==> src/shared/cihl_regs.svh <==
/*
 * Register map, field positions, reset values and timing counts of the
 * interrupt, halt and lock controller.
 * Assumes a 32-bit APB slave with byte addresses on an 8-bit offset.
 */
`ifndef CIHL_REGS_SVH
`define CIHL_REGS_SVH

// ==================================================
// Register offsets
`define CIHL_OFF_CMD     8'h00
`define CIHL_OFF_ADDR    8'h04
`define CIHL_OFF_STATUS  8'h08
`define CIHL_OFF_VECTOR  8'h0C
`define CIHL_OFF_RDATA   8'h10
`define CIHL_OFF_FETCH   8'h14
`define CIHL_OFF_SAVED   8'h18

// ==================================================
// Command bits
`define CIHL_CMD_BOUND   0
`define CIHL_CMD_HALT    1
`define CIHL_CMD_LOCK    2
`define CIHL_CMD_LKEND   3
`define CIHL_CMD_WAIT    4
`define CIHL_CMD_READ    5
`define CIHL_CMD_IRQ_RETURN_INSTR    6
`define CIHL_CMD_STI     7
`define CIHL_CMD_CLI     8

// ==================================================
// Address register field
`define CIHL_ADDR_MEM    20

// ==================================================
// Reset values and vectors
`define CIHL_FETCH_RST   20'hFFFF0
`define CIHL_NMI_TYPE    8'h02
`define CIHL_VEC_HI      12'h000

// ==================================================
// Cycle status codes
`define CIHL_ST_IRQ_ACK_STROBE_N     3'h0
`define CIHL_ST_RD_IO    3'h1
`define CIHL_ST_HALT     3'h3
`define CIHL_ST_RD_MEM   3'h5
`define CIHL_ST_PASSIVE  3'h7

// ==================================================
// Clock counts after reset release
`define CIHL_NMI_ARM     4'h2
`define CIHL_NMI_EARLY   4'h9
`define CIHL_RST_SEQ     4'h7

`endif

==> src/shared/cihl_pkg.sv <==
/*
 * Types shared by the controller: bus phase and bus cycle kind.
 * Assumes the register header is included by the design file.
 */
`default_nettype none

package cihl_pkg;

	// ==================================================
	// Bus phases
	typedef enum logic [2:0] {
		CIHL_IDLE = 3'b000,
		CIHL_T1   = 3'b001,
		CIHL_T2   = 3'b010,
		CIHL_T3   = 3'b011,
		CIHL_TW   = 3'b100,
		CIHL_T4   = 3'b101
	} cihl_phase_type;

	// ==================================================
	// Bus cycle kinds
	typedef enum logic [1:0] {
		CIHL_K_READ  = 2'b00,
		CIHL_K_INTA1 = 2'b01,
		CIHL_K_INTA2 = 2'b10,
		CIHL_K_HALT  = 2'b11
	} cihl_kind_type;

endpackage

`default_nettype wire

==> src/hdl/cihl_ctrl.sv <==
/*
 * Interrupt intake, acknowledge sequence, halt, lock, wait-for-test and
 * minimum-mode read cycle of a 16-bit processor's bus unit.
 * Assumes all pins synchronous to SYS_CLK and software driving
 * instruction events through the APB command register.
 */
`include "cihl_regs.svh"
`default_nettype none

module cihl_ctrl (
	// Clock, reset, enable
	input  wire logic        SYS_CLK,
	input  wire logic        RESETN,
	input  wire logic        CLK_EN,
	// APB slave
	input  wire logic        PSEL,
	input  wire logic        PENABLE,
	input  wire logic        PWRITE,
	input  wire logic [7:0]  PADDR,
	input  wire logic [31:0] PWDATA,
	output logic [31:0]      PRDATA,
	output logic             PREADY,
	output logic             PSLVERR,
	// Interrupt and sync inputs
	input  wire logic        NMI,
	input  wire logic        MASK_IRQ_REQ,
	input  wire logic        TEST_N,
	input  wire logic        READY,
	input  wire logic        CONFIG_STRAP,
	// Hold and request/grant
	input  wire logic        HOLD_REQ,
	output logic             HOLD_ACK,
	input  wire logic        REQ_GRANT_IN,
	output logic             REQ_GRANT_OUT,
	// Multiplexed bus
	input  wire logic [15:0] MUXED_ADDR_DATA_I,
	output logic [15:0]      MUXED_ADDR_DATA_O,
	output logic             MUXED_ADDR_DATA_OE,
	output logic [3:0]       ADDR_HI,
	// Bus control
	output logic             ALE,
	output logic             RD_N,
	output logic             IRQ_ACK_STROBE_N,
	output logic             LOCK_N,
	output logic [2:0]       CYCLE_STATUS,
	output logic             MEM_IO,
	output logic             HIGH_BYTE_EN_N,
	output logic             XCVR_DIRECTION,
	output logic             XCVR_ENABLE_N,
	output logic             CTRL_OE
);

	// ==================================================
	// Functions

	function automatic logic [19:0] vec_ptr(input logic [7:0] vtype);
		vec_ptr = {`CIHL_VEC_HI, vtype} << 2;
	endfunction

	function automatic logic in_strobe(input cihl_pkg::cihl_phase_type p);
		in_strobe = (p == cihl_pkg::CIHL_T2) || (p == cihl_pkg::CIHL_T3) || (p == cihl_pkg::CIHL_TW);
	endfunction

	// ==================================================
	// State

	cihl_pkg::cihl_phase_type phase;
	cihl_pkg::cihl_phase_type next_phase;
	cihl_pkg::cihl_kind_type  kind;
	cihl_pkg::cihl_kind_type  next_kind;

	logic        min_mode;
	logic [3:0]  since_rst;
	logic        run;
	logic        nmi_q;
	logic        nmi_pend;
	logic        nmi_skip;
	logic        mask_irq_req_q;
	logic        if_flag;
	logic        saved_if;
	logic [19:0] saved_ret;
	logic        irq_ack_strobe_n_seq;
	logic        irq_ack_strobe_n_lock;
	logic        lock_on;
	logic        lock_end_pend;
	logic        halted;
	logic        halt_pend;
	logic        waiting;
	logic        read_pend;
	logic        rg_req;
	logic [20:0] addr;
	logic [15:0] rdata;
	logic [7:0]  vtype;
	logic [19:0] fetch;
	logic        next_hold;
	logic        hold_rq;

	// ==================================================
	// APB decode

	logic cmd_wr;
	logic wr_acc;
	logic mapped;

	assign PREADY = 1'b1;
	assign wr_acc = PSEL && PENABLE && PWRITE;
	assign cmd_wr = wr_acc && (PADDR == `CIHL_OFF_CMD) && run;

	always_comb begin
		unique case (PADDR)
			`CIHL_OFF_CMD, `CIHL_OFF_ADDR, `CIHL_OFF_STATUS, `CIHL_OFF_VECTOR,
			`CIHL_OFF_RDATA, `CIHL_OFF_FETCH, `CIHL_OFF_SAVED: mapped = 1'b1;
			default: mapped = 1'b0;
		endcase
	end

	assign PSLVERR = PSEL && PENABLE && !mapped;

	// Read data is registered in the setup phase so it is stable in access.
	always_ff @(posedge SYS_CLK) begin
		if (!RESETN) begin
			PRDATA <= 32'h0000_0000;
		end else if (CLK_EN && PSEL && !PENABLE) begin
			unique case (PADDR)
				`CIHL_OFF_ADDR:   PRDATA <= {11'h000, addr};
				`CIHL_OFF_STATUS: PRDATA <= {20'h00000, run, min_mode, irq_ack_strobe_n_seq, HOLD_ACK,
					nmi_pend, read_pend, lock_on, waiting, halted, if_flag, phase != cihl_pkg::CIHL_IDLE, 1'b0};
				`CIHL_OFF_VECTOR: PRDATA <= {24'h000000, vtype};
				`CIHL_OFF_RDATA:  PRDATA <= {16'h0000, rdata};
				`CIHL_OFF_FETCH:  PRDATA <= {12'h000, fetch};
				`CIHL_OFF_SAVED:  PRDATA <= {11'h000, saved_if, saved_ret};
				default:          PRDATA <= 32'h0000_0000;
			endcase
		end
	end

	always_ff @(posedge SYS_CLK) begin
		if (!RESETN) begin
			addr <= 21'h000000;
		end else if (CLK_EN && wr_acc && PADDR == `CIHL_OFF_ADDR) begin
			addr <= PWDATA[20:0];
		end
	end

	// ==================================================
	// Reset sequence and strap capture

	always_ff @(posedge SYS_CLK) begin
		if (!RESETN) begin
			since_rst <= 4'h0;
			min_mode  <= 1'b1;
		end else if (CLK_EN) begin
			if (since_rst == 4'h0) begin
				min_mode <= CONFIG_STRAP;
			end
			if (since_rst != `CIHL_NMI_EARLY) begin
				since_rst <= since_rst + 4'h1;
			end
		end
	end

	assign run = since_rst >= `CIHL_RST_SEQ;

	// ==================================================
	// Interrupt intake

	logic nmi_edge;
	logic bound;
	logic take_ok;
	logic take_nmi;
	logic take_int;
	logic bus_idle;

	assign bus_idle = (phase == cihl_pkg::CIHL_IDLE) && !irq_ack_strobe_n_seq && !HOLD_ACK;
	assign nmi_edge = NMI && !nmi_q && (since_rst >= `CIHL_NMI_ARM);
	assign bound    = (cmd_wr && PWDATA[`CIHL_CMD_BOUND]) || halted || waiting;
	assign take_ok  = run && bound && bus_idle && !halt_pend;
	assign take_nmi = take_ok && nmi_pend && !nmi_skip;
	assign take_int = take_ok && !(nmi_pend && !nmi_skip) && if_flag && mask_irq_req_q;

	always_ff @(posedge SYS_CLK) begin
		if (!RESETN) begin
			nmi_q  <= 1'b0;
			mask_irq_req_q <= 1'b0;
		end else if (CLK_EN) begin
			nmi_q  <= NMI;
			mask_irq_req_q <= MASK_IRQ_REQ;
		end
	end

	// A new edge in the service cycle stays pending: the set wins.
	always_ff @(posedge SYS_CLK) begin
		if (!RESETN) begin
			nmi_pend <= 1'b0;
			nmi_skip <= 1'b0;
		end else if (CLK_EN) begin
			if (nmi_edge) begin
				nmi_pend <= 1'b1;
			end else if (take_nmi) begin
				nmi_pend <= 1'b0;
			end
			if (nmi_edge && since_rst < `CIHL_NMI_EARLY) begin
				nmi_skip <= 1'b1;
			end else if (take_ok && nmi_pend) begin
				nmi_skip <= 1'b0;
			end
		end
	end

	// Enable flag and saved context.
	always_ff @(posedge SYS_CLK) begin
		if (!RESETN) begin
			if_flag   <= 1'b0;
			saved_if  <= 1'b0;
			saved_ret <= 20'h00000;
		end else if (CLK_EN) begin
			if (take_nmi || take_int) begin
				saved_if  <= if_flag;
				saved_ret <= fetch;
				if_flag   <= 1'b0;
			end else if (cmd_wr && PWDATA[`CIHL_CMD_IRQ_RETURN_INSTR]) begin
				if_flag <= saved_if;
			end else if (cmd_wr && PWDATA[`CIHL_CMD_STI]) begin
				if_flag <= 1'b1;
			end else if (cmd_wr && PWDATA[`CIHL_CMD_CLI]) begin
				if_flag <= 1'b0;
			end
		end
	end

	// Vector and fetch pointer.
	always_ff @(posedge SYS_CLK) begin
		if (!RESETN) begin
			vtype <= 8'h00;
			fetch <= `CIHL_FETCH_RST;
		end else if (CLK_EN) begin
			if (take_nmi) begin
				vtype <= `CIHL_NMI_TYPE;
				fetch <= vec_ptr(`CIHL_NMI_TYPE);
			end else if (cmd_wr && PWDATA[`CIHL_CMD_IRQ_RETURN_INSTR]) begin
				fetch <= saved_ret;
			end else if (phase == cihl_pkg::CIHL_T4 && kind == cihl_pkg::CIHL_K_INTA2) begin
				vtype <= rdata[7:0];
				fetch <= vec_ptr(rdata[7:0]);
			end
		end
	end

	// The acknowledge pair is one indivisible sequence.
	always_ff @(posedge SYS_CLK) begin
		if (!RESETN) begin
			irq_ack_strobe_n_seq <= 1'b0;
		end else if (CLK_EN) begin
			if (take_int) begin
				irq_ack_strobe_n_seq <= 1'b1;
			end else if (phase == cihl_pkg::CIHL_T4 && kind == cihl_pkg::CIHL_K_INTA2) begin
				irq_ack_strobe_n_seq <= 1'b0;
			end
		end
	end

	// ==================================================
	// Halt, wait and read requests

	always_ff @(posedge SYS_CLK) begin
		if (!RESETN) begin
			halted    <= 1'b0;
			halt_pend <= 1'b0;
			waiting   <= 1'b0;
			read_pend <= 1'b0;
		end else if (CLK_EN) begin
			if (cmd_wr && PWDATA[`CIHL_CMD_HALT]) begin
				halt_pend <= 1'b1;
			end else if (HOLD_ACK && !next_hold && halted) begin
				halt_pend <= 1'b1;
			end else if (next_phase == cihl_pkg::CIHL_T1 && next_kind == cihl_pkg::CIHL_K_HALT) begin
				halt_pend <= 1'b0;
			end
			if (phase == cihl_pkg::CIHL_T1 && kind == cihl_pkg::CIHL_K_HALT) begin
				halted <= 1'b1;
			end else if (take_nmi || take_int) begin
				halted <= 1'b0;
			end
			if (cmd_wr && PWDATA[`CIHL_CMD_WAIT]) begin
				waiting <= 1'b1;
			end else if (!TEST_N && !HOLD_ACK) begin
				waiting <= 1'b0;
			end
			if (cmd_wr && PWDATA[`CIHL_CMD_READ]) begin
				read_pend <= 1'b1;
			end else if (next_phase == cihl_pkg::CIHL_T1 && next_kind == cihl_pkg::CIHL_K_READ) begin
				read_pend <= 1'b0;
			end
		end
	end

	// ==================================================
	// Bus hold and request/grant

	assign hold_rq = min_mode ? HOLD_REQ : rg_req;
	// Lock and the acknowledge pair keep the bus; the request waits.
	always_comb begin
		next_hold = HOLD_ACK;
		if (!HOLD_ACK && hold_rq && bus_idle && !lock_on && !take_int) begin
			next_hold = 1'b1;
		end else if (HOLD_ACK && !hold_rq) begin
			next_hold = 1'b0;
		end
	end

	always_ff @(posedge SYS_CLK) begin
		if (!RESETN) begin
			rg_req        <= 1'b0;
			HOLD_ACK      <= 1'b0;
			REQ_GRANT_OUT <= 1'b0;
			CTRL_OE       <= 1'b1;
		end else if (CLK_EN) begin
			if (REQ_GRANT_IN && !min_mode) begin
				rg_req <= !rg_req;
			end
			HOLD_ACK      <= next_hold;
			REQ_GRANT_OUT <= !min_mode && next_hold && !HOLD_ACK;
			CTRL_OE       <= !next_hold;
		end
	end

	// ==================================================
	// Lock

	always_ff @(posedge SYS_CLK) begin
		if (!RESETN) begin
			lock_on       <= 1'b0;
			lock_end_pend <= 1'b0;
			irq_ack_strobe_n_lock     <= 1'b0;
		end else if (CLK_EN) begin
			if (cmd_wr && PWDATA[`CIHL_CMD_LOCK]) begin
				lock_on       <= 1'b1;
				lock_end_pend <= 1'b0;
			end else if (lock_end_pend && (phase == cihl_pkg::CIHL_T4 ||
					(phase == cihl_pkg::CIHL_IDLE && !read_pend))) begin
				lock_on       <= 1'b0;
				lock_end_pend <= 1'b0;
			end else if (cmd_wr && PWDATA[`CIHL_CMD_LKEND]) begin
				lock_end_pend <= 1'b1;
			end
			if (next_phase == cihl_pkg::CIHL_T2 && phase == cihl_pkg::CIHL_T1) begin
				if (kind == cihl_pkg::CIHL_K_INTA1) begin
					irq_ack_strobe_n_lock <= 1'b1;
				end else if (kind == cihl_pkg::CIHL_K_INTA2) begin
					irq_ack_strobe_n_lock <= 1'b0;
				end
			end
		end
	end

	// ==================================================
	// Bus cycle sequencer

	always_comb begin
		next_phase = phase;
		next_kind  = kind;
		unique case (phase)
			cihl_pkg::CIHL_IDLE: begin
				if (irq_ack_strobe_n_seq && kind == cihl_pkg::CIHL_K_INTA1) begin
					next_phase = cihl_pkg::CIHL_T1;
					next_kind  = cihl_pkg::CIHL_K_INTA2;
				end else if (take_int) begin
					next_phase = cihl_pkg::CIHL_T1;
					next_kind  = cihl_pkg::CIHL_K_INTA1;
				end else if (run && !HOLD_ACK && !next_hold && read_pend) begin
					next_phase = cihl_pkg::CIHL_T1;
					next_kind  = cihl_pkg::CIHL_K_READ;
				end else if (run && !HOLD_ACK && !next_hold && halt_pend) begin
					next_phase = cihl_pkg::CIHL_T1;
					next_kind  = cihl_pkg::CIHL_K_HALT;
				end
			end
			cihl_pkg::CIHL_T1: begin
				next_phase = (kind == cihl_pkg::CIHL_K_HALT) ? cihl_pkg::CIHL_IDLE : cihl_pkg::CIHL_T2;
			end
			cihl_pkg::CIHL_T2: next_phase = cihl_pkg::CIHL_T3;
			cihl_pkg::CIHL_T3, cihl_pkg::CIHL_TW: begin
				next_phase = READY ? cihl_pkg::CIHL_T4 : cihl_pkg::CIHL_TW;
			end
			cihl_pkg::CIHL_T4: next_phase = cihl_pkg::CIHL_IDLE;
			default: next_phase = cihl_pkg::CIHL_IDLE;
		endcase
	end

	always_ff @(posedge SYS_CLK) begin
		if (!RESETN) begin
			phase <= cihl_pkg::CIHL_IDLE;
			kind  <= cihl_pkg::CIHL_K_READ;
		end else if (CLK_EN) begin
			phase <= next_phase;
			kind  <= next_kind;
		end
	end

	// Data is taken on the edge that leaves t3 or a wait state with ready.
	always_ff @(posedge SYS_CLK) begin
		if (!RESETN) begin
			rdata <= 16'h0000;
		end else if (CLK_EN && in_strobe(phase) && phase != cihl_pkg::CIHL_T2 && READY) begin
			rdata <= MUXED_ADDR_DATA_I;
		end
	end

	// ==================================================
	// Pin outputs, registered from the next phase

	logic strobe_nx;
	logic cyc_nx;
	logic rd_kind;
	logic ack_kind;

	assign strobe_nx = in_strobe(next_phase);
	assign cyc_nx    = next_phase != cihl_pkg::CIHL_IDLE;
	assign rd_kind   = next_kind == cihl_pkg::CIHL_K_READ;
	assign ack_kind  = (next_kind == cihl_pkg::CIHL_K_INTA1) || (next_kind == cihl_pkg::CIHL_K_INTA2);

	always_ff @(posedge SYS_CLK) begin
		if (!RESETN) begin
			ALE                <= 1'b0;
			RD_N               <= 1'b1;
			IRQ_ACK_STROBE_N   <= 1'b1;
			LOCK_N             <= 1'b1;
			CYCLE_STATUS       <= `CIHL_ST_PASSIVE;
			MEM_IO             <= 1'b0;
			HIGH_BYTE_EN_N     <= 1'b1;
			XCVR_DIRECTION     <= 1'b1;
			XCVR_ENABLE_N      <= 1'b1;
			MUXED_ADDR_DATA_O  <= 16'h0000;
			MUXED_ADDR_DATA_OE <= 1'b0;
			ADDR_HI            <= 4'h0;
		end else if (CLK_EN) begin
			ALE  <= min_mode && next_phase == cihl_pkg::CIHL_T1;
			RD_N <= !(min_mode && strobe_nx && rd_kind);
			IRQ_ACK_STROBE_N <= !(min_mode && strobe_nx && ack_kind);
			// In minimum mode this pin carries the unused write strobe.
			LOCK_N <= min_mode || !(lock_on || irq_ack_strobe_n_lock);
			if (min_mode || !cyc_nx || next_phase == cihl_pkg::CIHL_T4) begin
				CYCLE_STATUS <= `CIHL_ST_PASSIVE;
			end else if (next_kind == cihl_pkg::CIHL_K_HALT) begin
				CYCLE_STATUS <= `CIHL_ST_HALT;
			end else if (ack_kind) begin
				CYCLE_STATUS <= `CIHL_ST_IRQ_ACK_STROBE_N;
			end else begin
				CYCLE_STATUS <= addr[`CIHL_ADDR_MEM] ? `CIHL_ST_RD_MEM : `CIHL_ST_RD_IO;
			end
			if (next_phase == cihl_pkg::CIHL_T1) begin
				MEM_IO <= rd_kind && addr[`CIHL_ADDR_MEM];
			end
			HIGH_BYTE_EN_N <= !(cyc_nx && rd_kind);
			XCVR_DIRECTION <= !(cyc_nx && (rd_kind || ack_kind));
			XCVR_ENABLE_N  <= !((strobe_nx || next_phase == cihl_pkg::CIHL_T4) && next_kind != cihl_pkg::CIHL_K_HALT);
			// Acknowledge cycles leave the bus undriven.
			MUXED_ADDR_DATA_OE <= next_phase == cihl_pkg::CIHL_T1 && (rd_kind || next_kind == cihl_pkg::CIHL_K_HALT);
			if (next_phase == cihl_pkg::CIHL_T1 && rd_kind) begin
				MUXED_ADDR_DATA_O <= addr[15:0];
				ADDR_HI           <= addr[`CIHL_ADDR_MEM] ? addr[19:16] : 4'h0;
			end
		end
	end

endmodule

`default_nettype wire

==> config.mk <==
export PLATFORM = sky130hd
export DESIGN_NAME = cihl_ctrl
export DESIGN_NICKNAME = d
export VERILOG_FILES = /design/src/shared/cihl_pkg.sv /design/src/hdl/cihl_ctrl.sv
export VERILOG_INCLUDE_DIRS = /design/src /design/src/shared
export SDC_FILE = /design/constraint.sdc
export NUM_CORES = 1
export LEC_CHECK = 0
export ABC_AREA = 1
export BUFFER_PORTS_ARGS = -buffer_cell sky130_fd_sc_hd__buf_2
export CORE_MARGIN = 2
export CORE_UTILIZATION = 25
export DETAILED_ROUTE_END_ITERATION = 8
export HOLD_SLACK_MARGIN = 0.1
export SYNTH_ARGS = -nofsm -noshare
export SYNTH_HDL_FRONTEND = slang
export SYNTH_SLANG_ARGS = --single-unit
==> constraint.sdc <==
create_clock -name SYS_CLK -period 3.3 [get_ports SYS_CLK]
set_input_delay 0.66 -clock SYS_CLK [delete_from_list [all_inputs] [get_ports SYS_CLK]]
set_output_delay 0.66 -clock SYS_CLK [all_outputs]
set_load 0.05 [all_outputs]
==> results_dict.tcl <==
set metrics [dict create \
    syn_area_sq_mm 0.00734 \
    diodes 0 \
    synth-xor-area-share_pct 0 \
    worstMarginPinSlew_ns 0.806 \
    cts.sinks 166 \
    critPathLaunch "PADDR[1]" \
    dp_hpwl_um 17400 \
    p_leak_nw 3.57 \
    relSlewSlack_pct 46.2 \
    timing.hold.ws_ns 0.453 \
    crit_arrival_ns 2.40 \
    cp_data_required_time_ns 2.64 \
    wire_per_inst_um 16.1 \
    dieWidth_um 175 \
    detail-route-antenna-nets 0 \
    avgSynthCellArea_sq_um 7.52 \
    timing.fmax_ghz 0.327 \
    setup_viol 0 \
    area_delta_synth_final_pct 21.2 \
    r2r-start "since_rst[0]" \
    grt_max_degree 74 \
    grt-ovfl-total 0 \
    r2r_cells 18 \
    dieArea_sq_mm 0.0307 \
    fin_crit_ns 3.06 \
    synth-simple-area-share_pct 21.0 \
    synth_top_family_by_area "compound AO/OA/AOI/OAI gates" \
    via_per_inst 4.81 \
    drive_gt1_share_pct 19.3 \
    intPower_w 0.00317 \
    cp-endpoint "PSLVERR" \
    yosys-mux-area-fraction_pct 0 \
    io_pins 138 \
    clockPowerShare_pct 44.1 \
    ys_seq_area_share_pct 45.3 \
    drv_slew 0 \
    final_design_area_no_fill_sq_mm 0.00889 \
    start_kind "primary input" \
    cts_buffer_depth 2 \
    first_global_vias 6465 \
    reg2reg_slack_ns 0.43 \
    synth.distinct_cells 44 \
    worstSetupPathType "in -> out" \
    post_cts_buffers 0 \
    tns_ns 0 \
    coreArea_sq_mm 0.0288 \
    num_rows 62 \
    pwr-share-seq_pct 46.6 \
    die_h_um 175 \
    hold_viol 0 \
    htreeDepth 4 \
    clk_pin_slew_ns 0.07 \
    dr.pass1.iters 8 \
    gp_congestion 0.872 \
    io_buffer_count 114 \
    grt_setup_unrepaired "no" \
    fin_ws_ns 0.238 \
    power_w 0.00443 \
    power_switching_w 0.00126 \
    cp-end-kind "primary output" \
    status "complete, no violations" \
    r2r_end "MUXED_ADDR_DATA_O[0]" \
    cp_max_fo 4 \
    initial_core_util_pct 25.5 \
    cts_buffers 17 \
    power_density_mw_per_mm2 498 \
    ir_drop_mv 0.330 \
    grt_pass1_wl_um 36000 \
    pre_cts_ws_ns 0.0838 \
    antenna_found_initial 1 \
    synthAdderAreaFrac_pct 1.71 \
    drc_errors 0 \
    synth_cells 976 \
    ys_ff_latch 166 \
    switching_share_pct 28.5 \
    synth_compound_area_share_pct 22.0 \
    clk_latency_ns 0.44 \
    drtIter0Drc 684 \
    drv_cap 0 \
    cts_tree "built" \
    vias 7096 \
    routed_wirelength_um 23700 \
    grt_util_all_layers_pct 15.1 \
    nNetsFinal 1157 \
    p_comb_share_pct 9.3 \
    min_period_over_period_pct 92.8 \
    hold_class "reg -> reg" \
    postPlaceCellArea_sq_mm 0.00831 \
    finalClockSkew_ns 0.0195 \
    ys_warn_count 0 \
    clockRootBuffer "clkbuf_16" \
]
[power by group through the flow]
| stage | Combinational, W | Clock [W] | Sequential (W) |
|---|---|---|---|
| 2_1_floorplan | 0.000243 | 0 | 0.00216 |
| 3_3_place_gp | 0.000409 | 0 | 0.00211 |
| 3_5_place_dp | 0.000412 | 0 | 0.00211 |
| 4_1_cts | 0.000413 | 0.00198 | 0.00206 |
| 5_1_grt | 0.000451 | 0.00207 | 0.00207 |
| 6_report | 0.000412 | 0.00195 | 0.00207 |
[through the flow]
stage	util [%]	cells
CTS	30.9	1475
floorplan	-	986
global placement	28.9	1443
global route	30.9	1475
finish	30.9	1475
detailed placement	28.9	1443
[sequential cells by signal, summed over array words and instances (netlist names), 2 cells and up]
name / cells
PRDATA: 21
addr: 21
fetch: 20
saved_ret: 20
MUXED_ADDR_DATA_O: 16
rdata: 16
vtype: 8
ADDR_HI: 4
since_rst: 4
CYCLE_STATUS: 3
phase: 3
kind: 2
[kinds of logic after synthesis]
kind of cell	count (synthesis)
AND/OR/NAND/NOR	345
AO/OA/AOI/OAI	274
buffers and inverters	179
flip-flops	166
adder cells (fa/ha/maj)	10
other	2
[layout make-up]
class / instances / area (sq um)
fill: 3091 / 19900
multi-input combinational: 641 / 3330
sequential: 166 / 3320
timing repair buffer: 136 / 748
tap: 384 / 480
clock buffer: 18 / 439
inverter: 116 / 437
clock inverter: 14 / 139
[how the worst min path moves through the flow]
stage | cells past startpoint | from | endpoint
3_5_place_dp | 2 | rdata[14] | rdata[14]
5_1_grt | 2 | rdata[14] | rdata[14]
6_report | 2 | rdata[14] | rdata[14]
2_1_floorplan | 2 | rdata[14] | rdata[14]
4_1_cts | 2 | rdata[14] | rdata[14]
3_3_place_gp | 2 | IRQ_ACK_STROBE_N | IRQ_ACK_STROBE_N
[what timing repair did]
item | 4_1_cts | 5_1_grt
hold buffers | 0 | 0
gates resized for setup | 0 | 1
setup endpoints to repair | 0 | 5
[cells in the final DEF, fill, tap and decap left out, types with 3 or more instances in the layout]
cell and count:
buf_4 21, inv_2 4, nor3_1 26, nand4_1 4, clkbuf_16 17, inv_1 109, conb_1 12, o211ai_1 8
dfxtp_1 166, o221ai_1 15, ha_1 10, nor2_1 68, o22ai_1 13, buf_2 114, o31ai_1 3, clkinv_4 3
inv_8 3, o21ai_0 84, nand2_2 12, o2111ai_1 4, a211oi_1 4, a221oi_1 15, inv_6 3, nor2_2 3
a21oi_1 110, nand2_1 175, nand3_1 26, a21oi_2 11, nor4_1 20
[critical path, cell delays in order]
cell and delay, ns:
buf_2 0.08, nor2_2 0.05, inv_1 0.18, nor3_1 0.13, nand2_1 0.18, clkinv_1 0.11, nor3_1 0.40, o2111ai_1 0.23
inv_1 0.10, buf_2 0.26
[Yosys cell counts]
library cell | n | area [sq um]
a211oi_1 | 4 | 30.0
a21oi_1 | 111 | 556
a21oi_2 | 10 | 87.6
a221oi_1 | 15 | 131
a31o_2 | 1 | 8.76
a31oi_1 | 1 | 6.26
a32o_1 | 2 | 20.0
buf_1 | 3 | 11.3
buf_2 | 3 | 15.0
buf_4 | 12 | 90.1
buf_6 | 1 | 11.3
clkbuf_1 | 44 | 165
clkinv_1 | 2 | 7.51
clkinv_2 | 1 | 5.00
conb_1 | 2 | 7.51
dfxtp_1 | 166 | 3320
ha_1 | 10 | 125
inv_1 | 110 | 413
inv_2 | 3 | 11.3
nand2_1 | 175 | 657
nand2_2 | 12 | 75.1
nand2_4 | 2 | 22.5
nand3_1 | 26 | 130
nand3_2 | 2 | 20.0
nand3b_1 | 1 | 7.51
nand4_1 | 4 | 25.0
nand4_2 | 1 | 12.5
nor2_1 | 68 | 255
nor2_2 | 3 | 18.8
nor2_4 | 2 | 22.5
nor2_8 | 1 | 20.0
nor3_1 | 26 | 130
nor3_2 | 1 | 10.0
nor4_1 | 20 | 125
o2111ai_1 | 4 | 35.0
o211ai_1 | 8 | 60.1
o21a_1 | 1 | 7.51
o21ai_0 | 84 | 420
o21ai_2 | 1 | 8.76
o221ai_1 | 15 | 131
o22ai_1 | 13 | 81.3
o31ai_1 | 3 | 22.5
o41ai_1 | 1 | 8.76
or2_2 | 1 | 6.26
[metal layers]
layer  track usage [%]  share of wire (%)  vias to the layer above
met5                 0              0.055                        -
met4              4.97                2.1                        2
met3              3.85                7.5                       33
met2              23.7                 45                      248
met1              20.3                 45                     3340
li1                  -                  -                     3473
Power figures use the tool's default switching activity.
